## src/rtl/ssrx_pkg.sv

```systemverilog
// ----------------------------------------------------------------------------
// shared constants and carriers of the receive status register block
// ----------------------------------------------------------------------------
package ssrx_pkg;

    // ------------------------------------------------------------------------
    // register byte offsets
    // ------------------------------------------------------------------------
    localparam logic [7:0] OFS_RX_CTRL   = 8'h0c;  // receive control
    localparam logic [7:0] OFS_INT_STAT  = 8'h14;  // interrupt status / clear
    localparam logic [7:0] OFS_RECEIVED_WORD_TALLY  = 8'h18;  // received word counter
    localparam logic [7:0] OFS_TX_FIFO   = 8'h20;  // transmit fifo port
    localparam logic [7:0] OFS_RX_FIFO   = 8'h24;  // receive fifo port
    localparam logic [7:0] OFS_DIR_TERM  = 8'h28;  // direction and termination
    localparam logic [7:0] OFS_SWITCH    = 8'h44;  // user switch read

    // ------------------------------------------------------------------------
    // receive control fields
    // ------------------------------------------------------------------------
    localparam int RXC_TEST  = 7;                  // loopback test mode
    localparam int RXC_FPOL  = 6;                  // filter polarity
    localparam int RXC_FIEN  = 5;                  // filter interrupt enable
    localparam int RXC_FEN   = 4;                  // filter enable
    localparam int RXC_OVIEN = 3;                  // overflow interrupt enable
    localparam int RXC_AFIEN = 2;                  // almost-full interrupt enable
    localparam int RXC_RXIEN = 1;                  // receive interrupt enable
    localparam int RXC_ENA   = 0;                  // receiver enable
    localparam logic [7:0] RXC_RESET = 8'h00;

    // ------------------------------------------------------------------------
    // status read fields and clear write fields
    // ------------------------------------------------------------------------
    localparam int ST_IRQ    = 15;
    localparam int ST_FAE    = 12;
    localparam int ST_TXI    = 11;
    localparam int ST_TXFULL = 10;
    localparam int ST_TXAE   = 9;
    localparam int ST_TXMT   = 8;
    localparam int ST_OVF    = 5;
    localparam int ST_FAF    = 4;
    localparam int ST_RXI    = 3;
    localparam int ST_RXFULL = 2;
    localparam int ST_RXAF   = 1;
    localparam int ST_RXMT   = 0;
    localparam int CLR_OVF   = 4;
    localparam int CLR_RXI   = 3;
    localparam int CLR_TXI   = 2;
    localparam int CLR_FAF   = 1;
    localparam int CLR_FAE   = 0;

    // ------------------------------------------------------------------------
    // direction / termination, lines, words
    // ------------------------------------------------------------------------
    localparam int DIR_LSB  = 0;
    localparam int DIR_W    = 9;
    localparam int TERM_LSB = 16;
    localparam int TERM_W   = 8;
    localparam logic [8:0]  DIR_RESET  = 9'h000;
    localparam logic [7:0]  TERM_RESET = 8'h00;
    localparam int LINE_N   = 20;
    localparam logic [19:0] LINE_INPUT_MASK = 20'h0f001;  // io 0 and io 12-15
    localparam int WORD_W   = 18;                 // serial word width
    localparam int MODE_BIT = 17;                 // mode bit within a word
    localparam int CNT_W    = 16;
    localparam int SW_W     = 6;
    localparam logic [15:0] CNT_RESET = 16'h0000;
    localparam logic        FLAG_D_RESET = 1'b1;  // edge memories start high, no false edge after reset

    // ------------------------------------------------------------------------
    // carriers
    // ------------------------------------------------------------------------
    typedef struct packed {
        logic        wr;                          // write strobe
        logic        rd;                          // read strobe
        logic [7:0]  addr;                        // byte offset
        logic [31:0] wdata;                       // write data
    } ssrx_host_req_s;

    typedef struct packed {
        logic ovf;                                // receive overflow
        logic faf;                                // rx almost-full rise
        logic rxi;                                // word received
        logic txi;                                // transmit done
        logic fae;                                // tx almost-empty fall-in
    } ssrx_evt_s;

endpackage : ssrx_pkg

```

## src/rtl/ssrx_regs.sv

```systemverilog
`timescale 1ns/10ps

module ssrx_regs (
    input  wire logic                   i_ref_clk,            // 200 mhz host bus clock
    input  wire logic                   i_reset,              // synchronous, active high
    // host register port
    input  wire ssrx_pkg::ssrx_host_req_s i_host_req,         // one access per strobe
    output logic [31:0]                 o_host_rdata,         // read data, registered
    output logic                        o_host_rvalid,        // one cycle after read strobe
    // interrupt
    input  wire logic                   i_int_master_en,      // master interrupt enable
    input  wire logic                   i_tx_int_en,          // transmit done enable
    input  wire logic                   i_tx_ae_int_en,       // tx almost-empty enable
    output logic                        o_int_req,            // host interrupt line
    // transmit state machine
    input  wire logic                   i_tx_start_req,       // pulse: software sets start
    input  wire logic                   i_tx_msg_end,         // pulse: message finished
    output logic                        o_tx_start,           // start bit state
    output logic                        o_tx_go,              // start with data present
    // transmit fifo
    input  wire logic                   i_txf_full,
    input  wire logic                   i_txf_almost_empty,
    input  wire logic                   i_txf_empty,
    output logic                        o_txf_wr,             // push pulse
    output logic [31:0]                 o_txf_wr_data,        // registered push data
    output logic                        o_txf_rd,             // pop pulse
    input  wire logic [31:0]            i_txf_rd_data,        // head word
    // serial receiver
    input  wire logic                   i_rx_word_valid,
    input  wire logic [17:0]            i_rx_word,
    output logic                        o_rx_word_ready,
    output logic                        o_rx_enable,          // receiver enable bit
    // receive fifo
    input  wire logic                   i_rxf_full,
    input  wire logic                   i_rxf_almost_full,
    input  wire logic                   i_rxf_empty,
    output logic                        o_rxf_wr_valid,
    output logic [31:0]                 o_rxf_wr_data,
    input  wire logic                   i_rxf_wr_ready,
    output logic                        o_rxf_rd,             // pop pulse
    input  wire logic [31:0]            i_rxf_rd_data,        // head word
    // line transceivers and switch
    output logic [19:0]                 o_line_oe_n,          // low = driven
    output logic [7:0]                  o_line_term,          // high = terminated
    input  wire logic [5:0]             i_user_switch_bit     // switch pins, async
);

    // ------------------------------------------------------------------------
    // state
    // ------------------------------------------------------------------------
    typedef struct packed {
        logic [7:0]       rx_ctrl;                // receive control
        logic [8:0]       dir;                    // direction bits, inert
        logic [7:0]       term;                   // termination bits
        ssrx_pkg::ssrx_evt_s evt;                 // latched events
        logic             tx_start;               // start bit
        logic             txae_d;                 // last tx almost-empty flag
        logic             rxaf_d;                 // last rx almost-full flag
        logic [15:0]      tally;                  // received word tally
        logic             tally_hold;             // clear pending, old count shown
        logic [1:0][31:0] buf_data;               // two-entry rx buffer
        logic             buf_wp;
        logic             buf_rp;
        logic [1:0]       buf_cnt;
        logic [31:0]      rdata;
        logic             rvalid;
        logic             txf_wr;
        logic [31:0]      txf_data;
        logic [5:0]       sw_s1;                  // synchroniser first stage
        logic [5:0]       sw_s2;                  // synchroniser second stage
    } ssrx_state_s;

    ssrx_state_s state_reg;                       // registered state
    ssrx_state_s state_next;                      // next state

    // ------------------------------------------------------------------------
    // decode and datapath terms
    // ------------------------------------------------------------------------
    logic        wr_rxc;                          // write receive control
    logic        wr_stat;                         // write status clear
    logic        wr_cnt;                          // write counter
    logic        wr_txf;                          // write tx port
    logic        wr_rxf;                          // write rx port
    logic        wr_dir;                          // write direction/termination
    logic        rd_txf;                          // read tx port
    logic        rd_rxf;                          // read rx port
    logic        src_v;                           // word offered to rx path
    logic [31:0] src_d;                           // that word
    logic        mode_match;                      // mode bit equals polarity
    logic        keep;                            // word passes filter
    logic        buf_full;
    logic        push;
    logic        pop;
    logic        tally_clr;
    logic        irq;                             // combined request
    logic [15:0] stat_word;
    ssrx_pkg::ssrx_evt_s set_evt;
    ssrx_pkg::ssrx_evt_s clr_evt;
    ssrx_pkg::ssrx_evt_s en_evt;

    // ------------------------------------------------------------------------
    // host access decode
    // ------------------------------------------------------------------------
    assign wr_rxc  = i_host_req.wr && (i_host_req.addr == ssrx_pkg::OFS_RX_CTRL);
    assign wr_stat = i_host_req.wr && (i_host_req.addr == ssrx_pkg::OFS_INT_STAT);
    assign wr_cnt  = i_host_req.wr && (i_host_req.addr == ssrx_pkg::OFS_RECEIVED_WORD_TALLY);
    assign wr_txf  = i_host_req.wr && (i_host_req.addr == ssrx_pkg::OFS_TX_FIFO);
    assign wr_rxf  = i_host_req.wr && (i_host_req.addr == ssrx_pkg::OFS_RX_FIFO);
    assign wr_dir  = i_host_req.wr && (i_host_req.addr == ssrx_pkg::OFS_DIR_TERM);
    assign rd_txf  = i_host_req.rd && (i_host_req.addr == ssrx_pkg::OFS_TX_FIFO);
    assign rd_rxf  = i_host_req.rd && (i_host_req.addr == ssrx_pkg::OFS_RX_FIFO);

    // reading a fifo port pops its head, the word leaves for good
    assign o_txf_rd = rd_txf;
    assign o_rxf_rd = rd_rxf;

    // ------------------------------------------------------------------------
    // receive source, filter and overflow
    // ------------------------------------------------------------------------
    assign buf_full = (state_reg.buf_cnt == 2'd2);

    // serial words are taken only when enabled, not in loopback, with room
    assign o_rx_enable     = state_reg.rx_ctrl[ssrx_pkg::RXC_ENA];
    assign o_rx_word_ready = state_reg.rx_ctrl[ssrx_pkg::RXC_ENA]
                           && !state_reg.rx_ctrl[ssrx_pkg::RXC_TEST]
                           && !buf_full;

    always_comb begin
        // loopback swaps the serial receiver for host writes
        if (state_reg.rx_ctrl[ssrx_pkg::RXC_TEST]) begin
            src_v = wr_rxf;
            src_d = i_host_req.wdata;
        end else begin
            src_v = i_rx_word_valid && o_rx_word_ready;
            src_d = {14'h0000, i_rx_word};
        end
    end

    assign mode_match = (src_d[ssrx_pkg::MODE_BIT] == state_reg.rx_ctrl[ssrx_pkg::RXC_FPOL]);
    assign keep       = src_v && (!state_reg.rx_ctrl[ssrx_pkg::RXC_FEN] || mode_match);
    // a word that would land in a full fifo is counted as overflow and dropped;
    // a full buffer only drops words in loopback, serial words are stalled instead
    assign set_evt.ovf = keep && (i_rxf_full || buf_full);
    assign push        = keep && !set_evt.ovf;
    assign pop         = (state_reg.buf_cnt != 2'd0) && i_rxf_wr_ready;

    // ------------------------------------------------------------------------
    // event sources
    // ------------------------------------------------------------------------
    assign set_evt.rxi = src_v && (!state_reg.rx_ctrl[ssrx_pkg::RXC_FIEN] || mode_match);
    assign set_evt.faf = i_rxf_almost_full && !state_reg.rxaf_d;
    assign set_evt.fae = i_txf_almost_empty && !state_reg.txae_d;
    assign set_evt.txi = state_reg.tx_start && i_tx_msg_end;

    assign clr_evt.ovf = wr_stat && i_host_req.wdata[ssrx_pkg::CLR_OVF];
    assign clr_evt.rxi = wr_stat && i_host_req.wdata[ssrx_pkg::CLR_RXI];
    assign clr_evt.txi = wr_stat && i_host_req.wdata[ssrx_pkg::CLR_TXI];
    assign clr_evt.faf = wr_stat && i_host_req.wdata[ssrx_pkg::CLR_FAF];
    assign clr_evt.fae = wr_stat && i_host_req.wdata[ssrx_pkg::CLR_FAE];

    // individual enables sit after the latches, so status shows regardless
    assign en_evt.ovf = state_reg.rx_ctrl[ssrx_pkg::RXC_OVIEN];
    assign en_evt.faf = state_reg.rx_ctrl[ssrx_pkg::RXC_AFIEN];
    assign en_evt.rxi = state_reg.rx_ctrl[ssrx_pkg::RXC_RXIEN];
    assign en_evt.txi = i_tx_int_en;
    assign en_evt.fae = i_tx_ae_int_en;

    assign irq       = |(state_reg.evt & en_evt);
    assign o_int_req = irq && i_int_master_en;

    // ------------------------------------------------------------------------
    // status word seen on read
    // ------------------------------------------------------------------------
    always_comb begin
        stat_word                      = 16'h0000;
        stat_word[ssrx_pkg::ST_IRQ]    = irq;
        stat_word[ssrx_pkg::ST_FAE]    = state_reg.evt.fae;
        stat_word[ssrx_pkg::ST_TXI]    = state_reg.evt.txi;
        stat_word[ssrx_pkg::ST_TXFULL] = i_txf_full;
        stat_word[ssrx_pkg::ST_TXAE]   = i_txf_almost_empty;
        stat_word[ssrx_pkg::ST_TXMT]   = i_txf_empty;
        stat_word[ssrx_pkg::ST_OVF]    = state_reg.evt.ovf;
        stat_word[ssrx_pkg::ST_FAF]    = state_reg.evt.faf;
        stat_word[ssrx_pkg::ST_RXI]    = state_reg.evt.rxi;
        stat_word[ssrx_pkg::ST_RXFULL] = i_rxf_full;
        stat_word[ssrx_pkg::ST_RXAF]   = i_rxf_almost_full;
        stat_word[ssrx_pkg::ST_RXMT]   = i_rxf_empty;
    end

    // counter clears on a disabled receiver or any write to its address
    assign tally_clr = !state_reg.rx_ctrl[ssrx_pkg::RXC_ENA] || wr_cnt;

    // ------------------------------------------------------------------------
    // next state
    // ------------------------------------------------------------------------
    always_comb begin
        state_next        = state_reg;
        state_next.rvalid = 1'b0;
        state_next.txf_wr = 1'b0;

        // switch pins come from outside, two stages before use
        state_next.sw_s1 = i_user_switch_bit;
        state_next.sw_s2 = state_reg.sw_s1;

        // control registers
        if (wr_rxc) begin
            state_next.rx_ctrl = i_host_req.wdata[7:0];
        end
        if (wr_dir) begin
            state_next.dir  = i_host_req.wdata[ssrx_pkg::DIR_LSB +: ssrx_pkg::DIR_W];
            state_next.term = i_host_req.wdata[ssrx_pkg::TERM_LSB +: ssrx_pkg::TERM_W];
        end

        // start bit: a fresh request beats the end of the previous message
        state_next.tx_start = i_tx_start_req || (state_reg.tx_start && !i_tx_msg_end);

        // transmit port write, data held for the fifo
        if (wr_txf) begin
            state_next.txf_wr   = 1'b1;
            state_next.txf_data = i_host_req.wdata;
        end

        // edge memories for the level flags
        state_next.txae_d = i_txf_almost_empty;
        state_next.rxaf_d = i_rxf_almost_full;

        // latched events, a set in the clearing cycle wins
        state_next.evt = set_evt | (state_reg.evt & ~clr_evt);

        // two-entry buffer between source and receive fifo
        if (push) begin
            state_next.buf_data[state_reg.buf_wp] = src_d;
            state_next.buf_wp = !state_reg.buf_wp;
        end
        if (pop) begin
            state_next.buf_rp = !state_reg.buf_rp;
        end
        case ({push, pop})
            2'b10:   state_next.buf_cnt = state_reg.buf_cnt + 2'd1;
            2'b01:   state_next.buf_cnt = state_reg.buf_cnt - 2'd1;
            default: state_next.buf_cnt = state_reg.buf_cnt;
        endcase

        // word tally: old count stays visible until the next stored word
        if (tally_clr) begin
            state_next.tally_hold = 1'b1;
        end else if (pop) begin
            state_next.tally_hold = 1'b0;
            if (state_reg.tally_hold) begin
                state_next.tally = 16'h0001;
            end else begin
                state_next.tally = state_reg.tally + 16'h0001;
            end
        end

        // register reads, one cycle latency
        if (i_host_req.rd) begin
            state_next.rvalid = 1'b1;
            case (i_host_req.addr)
                ssrx_pkg::OFS_RX_CTRL:  state_next.rdata = {24'h000000, state_reg.rx_ctrl};
                ssrx_pkg::OFS_INT_STAT: state_next.rdata = {16'h0000, stat_word};
                ssrx_pkg::OFS_RECEIVED_WORD_TALLY: state_next.rdata = {16'h0000, state_reg.tally};
                ssrx_pkg::OFS_TX_FIFO:  state_next.rdata = i_txf_rd_data;
                ssrx_pkg::OFS_RX_FIFO:  state_next.rdata = i_rxf_rd_data;
                ssrx_pkg::OFS_DIR_TERM: state_next.rdata = {8'h00, state_reg.term, 7'h00, state_reg.dir};
                ssrx_pkg::OFS_SWITCH:   state_next.rdata = {26'h0000000, state_reg.sw_s2};
                default:                state_next.rdata = 32'h00000000;
            endcase
        end
    end

    // ------------------------------------------------------------------------
    // state register
    // ------------------------------------------------------------------------
    always_ff @(posedge i_ref_clk) begin
        if (i_reset) begin
            state_reg            <= '0;
            state_reg.rx_ctrl    <= ssrx_pkg::RXC_RESET;
            state_reg.dir        <= ssrx_pkg::DIR_RESET;
            state_reg.term       <= ssrx_pkg::TERM_RESET;
            state_reg.tally      <= ssrx_pkg::CNT_RESET;
            // a fifo that is already almost empty at reset has made no transition
            state_reg.txae_d     <= ssrx_pkg::FLAG_D_RESET;
            state_reg.rxaf_d     <= ssrx_pkg::FLAG_D_RESET;
        end else begin
            state_reg <= state_next;
        end
    end

    // ------------------------------------------------------------------------
    // outputs
    // ------------------------------------------------------------------------
    assign o_host_rdata   = state_reg.rdata;
    assign o_host_rvalid  = state_reg.rvalid;
    assign o_tx_start     = state_reg.tx_start;
    // transmit only runs once words are waiting in the fifo
    assign o_tx_go        = state_reg.tx_start && !i_txf_empty;
    assign o_txf_wr       = state_reg.txf_wr;
    assign o_txf_wr_data  = state_reg.txf_data;
    assign o_rxf_wr_valid = (state_reg.buf_cnt != 2'd0);
    assign o_rxf_wr_data  = state_reg.buf_data[state_reg.buf_rp];
    // fixed directions; the stored direction bits never reach the lines
    assign o_line_oe_n    = ssrx_pkg::LINE_INPUT_MASK;
    assign o_line_term    = state_reg.term;

endmodule : ssrx_regs

```

## config.mk

```make
export PLATFORM = sky130hd
export DESIGN_NAME = ssrx_regs
export DESIGN_NICKNAME = d
export VERILOG_FILES = /design/src/rtl/ssrx_pkg.sv /design/src/rtl/ssrx_regs.sv
export SDC_FILE = /design/constraint.sdc
export NUM_CORES = 1
export LEC_CHECK = 0
export ABC_AREA = 1
export ABC_CLOCK_PERIOD_IN_PS = 3000
export BUFFER_PORTS_ARGS = -buffer_cell sky130_fd_sc_hd__buf_2
export CAP_MARGIN = 20
export CORE_MARGIN = 10
export CORE_UTILIZATION = 35
export CTS_BUF_LIST = sky130_fd_sc_hd__clkbuf_8 sky130_fd_sc_hd__clkbuf_16
export DETAILED_ROUTE_END_ITERATION = 10
export PLACE_DENSITY = 0.65
export SYNTH_ARGS = -nofsm -noshare
export SYNTH_HDL_FRONTEND = slang
export SYNTH_SLANG_ARGS = --single-unit
```

## constraint.sdc

```tcl
create_clock -name i_ref_clk -period 3 [get_ports i_ref_clk]
set_clock_uncertainty 0.15 [all_clocks]
set_input_delay 0.45 -clock i_ref_clk [delete_from_list [all_inputs] [get_ports i_ref_clk]]
set_output_delay 0.45 -clock i_ref_clk [all_outputs]
set_load 0.05 [all_outputs]
```

==> metrics.txt <==
delay-heaviest family, CP simple AND/OR/NAND/NOR gates; R2R setup slack 0.51 ns; DR iter-0 viols 516; Clock Latency Late Sink 0.43 ns; CP most frequent cell nand2_1; Fin Setup TNS 0 ns; final worst slack 0.508 ns; initial antenna violation count 5; Post-synth ARST share 0%; Die ar. 36800 um2; CTS root buffer clkbuf_16; first-pass GRT wire length 51.2 mm; crit-path cells buf_4 > nand2_1 > nand2_1 > nand2_1 > nand3_2 > nand3_1 > ha_1 > a21oi_1 > o21ai_0 > o21ai_0 > a21oi_1; Crit Path Class reg2reg; max-slew violation count 0; Syn Inst Count 1581; YS warnings 0; Buf+Inv Stages, Crit Path 1; slew margin rel. 52.9%; number of fill cells 3061; synth unique cells 36; RR Startpoint state_reg[195]; drc violations 0; cell with the most instances after synthesis nand2_1; CP Depth 11; Top FF cell, synth dfxtp_1; total vias in the final route 9793; I/O Buffers 258; worst endpoint required time 3.17 ns; power density cells 452 nW/um2; ANT nets after route 0; layout cells sized above 1 20.6%; final hold viol count 0; Worst-path clk slew 0.08 ns; register area share after synthesis 38.0%; # setup viols final 0; Post-CTS Setup Repair Bufs 0; worst slack at placement 0.388 ns; Area Growth Syn to Fin 15.1%; Die H 192 um; maximum VDD drop 0.261 mV; CTS tree built; CP Launch Type flip-flop; Synth area leaders dfxtp_1, nand2_1, nor2_1, buf_4, inv_1; slowest CP cell dfxtp_1; drt wl/cell 15.6 um; top routing layer in use met5; die width 192 um; TritonCTS Buffers 17; Placeable Area 28900 um2; crit-path max FO 14; Min-Delay Path Depth 3; syn avg cell area 6.53 um2; Hold EP state_next[0]; All-Layer GR Usage 17.5%; # IOs 279; CP max stage delay 0.51 ns; Tightest Pin Transition 0.706 ns; Tcrit/Tclk final 83.1%; critical path endpoint category flip-flop; status finished, final reports clean; max reg flops 106; overall routed net length 33.3 mm; vias per cell 4.60; cts hold-fix bufs 0; H-tree depth 4; fmax 0.401 GHz; Hold Crit Start i_user_switch_bit[0]; min-delay worst type in2reg; row count 62; cell depth of the worst flop-to-flop path 11; DR pass1 iterations 5; Placer Congestion 0.932; area of the multi-input gates 4660 um2; RR Endpoint state_reg[79]; Leak 6.00 nW; #FFs+latches synth 196; Max-cap violations 0; EDFF count, synth 0; starting density of the core 35.7%; post-cts sizing count 0; Worst EP arrival 2.67 ns; Synth Cell Area 10300 um2; top cell type's share of synthesized area 38.0%; register area 3930 um2; Max Buffers Root-to-Sink 2; RSZ-0062 raised after global routing false; CTS sink cnt 196; met3 WL 2.90 mm; largest net degree at the start of global routing 90; minimum clock period 2.49 ns; vias in the first global route 9366; top cells by count, synth nand2_1, nor2_1, dfxtp_1, inv_1, nand3_1; area leader, netlist dfxtp_1; grt total ovfl 0; met2 wire len 14.8 mm; post-route met1 wirelength 15.0 mm; nets 1875; Final HPWL DP 24.6 mm
per-layer routing:
metal / GRT usage, % / up-vias
met5: 0 / -
met4: 5.23 / 4
met3: 5.30 / 33
met2: 27.4 / 333
met1: 22.8 / 4383
li1: - / 5040
where the power goes:
group / switching [mW] / internal (mW)
Sequential: 0.0104 / 2.62
Clock: 1.18 / 1.17
Combinational: 0.265 / 0.120
cells by family (layout without fill, tap and decap cells):
kind of cell / after synthesis / after routing / share of synthesized area, %
adder cells (fa/ha/maj): 2 / 2 / 0.242
other: 2 / 23 / 0.0727
AO/OA/AOI/OAI: 214 / 214 / 11.4
XOR/XNOR: 5 / 5 / 0.424
buffers and inverters: 361 / 503 / 17.7
AND/OR/NAND/NOR: 801 / 801 / 32.2
flip-flops: 196 / 196 / 38.0
layout make-up:
class	instances	area share [%]
Antenna cell	3	0.0632
Clock buffer	19	3.81
Clock inverter	13	1.29
Inverter	191	6.03
Multi-Input combinational cell	1042	39.2
Sequential cell	196	33.0
Tap cell	384	4.04
Timing Repair Buffer	280	12.5
layout by cell type, fill, tap and decap left out, types with 3 or more instances in the layout:
cell type / instances
and2_1: 5
nand3_1: 109
nor2_4: 4
o21ai_0: 93
inv_2: 18
inv_6: 3
o21bai_1: 41
buf_4: 21
clkbuf_16: 17
xor2_1: 3
inv_1: 171
nand2_4: 3
nor2_1: 222
clkinv_8: 4
nand4_1: 5
conb_1: 20
diode_2: 3
o21ai_1: 8
a21oi_1: 70
nand2_1: 429
inv_8: 4
buf_2: 257
nand2_2: 6
dfxtp_1: 195
nor2_2: 7
worst reg2reg max path, stage by stage (launching register included):
cell and delay (ns):
dfxtp_1 0.51, buf_4 0.28, nand2_1 0.13, nand2_1 0.14, nand2_1 0.09, nand3_2 0.15, nand3_1 0.13, ha_1 0.33
a21oi_1 0.12, o21ai_0 0.12, o21ai_0 0.19, a21oi_1 0.06
per-stage QoR:
step                      hold WS, ns  cell area, um2  power, mW  util, %  std cells
after floorplan                 0.238           10400       2.91        -       1599
after detailed placement        0.249           11300       3.07     39.0       2093
after global routing           0.0572           11900       5.56     41.1       2126
after global placement          0.243           11300       3.07     39.0       2093
final                          0.0677           11900       5.37     41.1       2128
after CTS                      0.0528           11900       5.45     41.0       2125
worst max-delay path by stage:
| stage | from | to |
|---|---|---|
| detailed placement | i_host_req[39] | state_reg[79] |
| floorplan | o_rx_enable | state_reg[79] |
| global placement | i_host_req[38] | o_line_term[3] |
| finish | state_reg[195] | state_reg[79] |
| CTS | state_reg[195] | state_reg[79] |
| global route | state_reg[195] | state_reg[102] |
No activity file was read; power rests on OpenSTA's default activity.
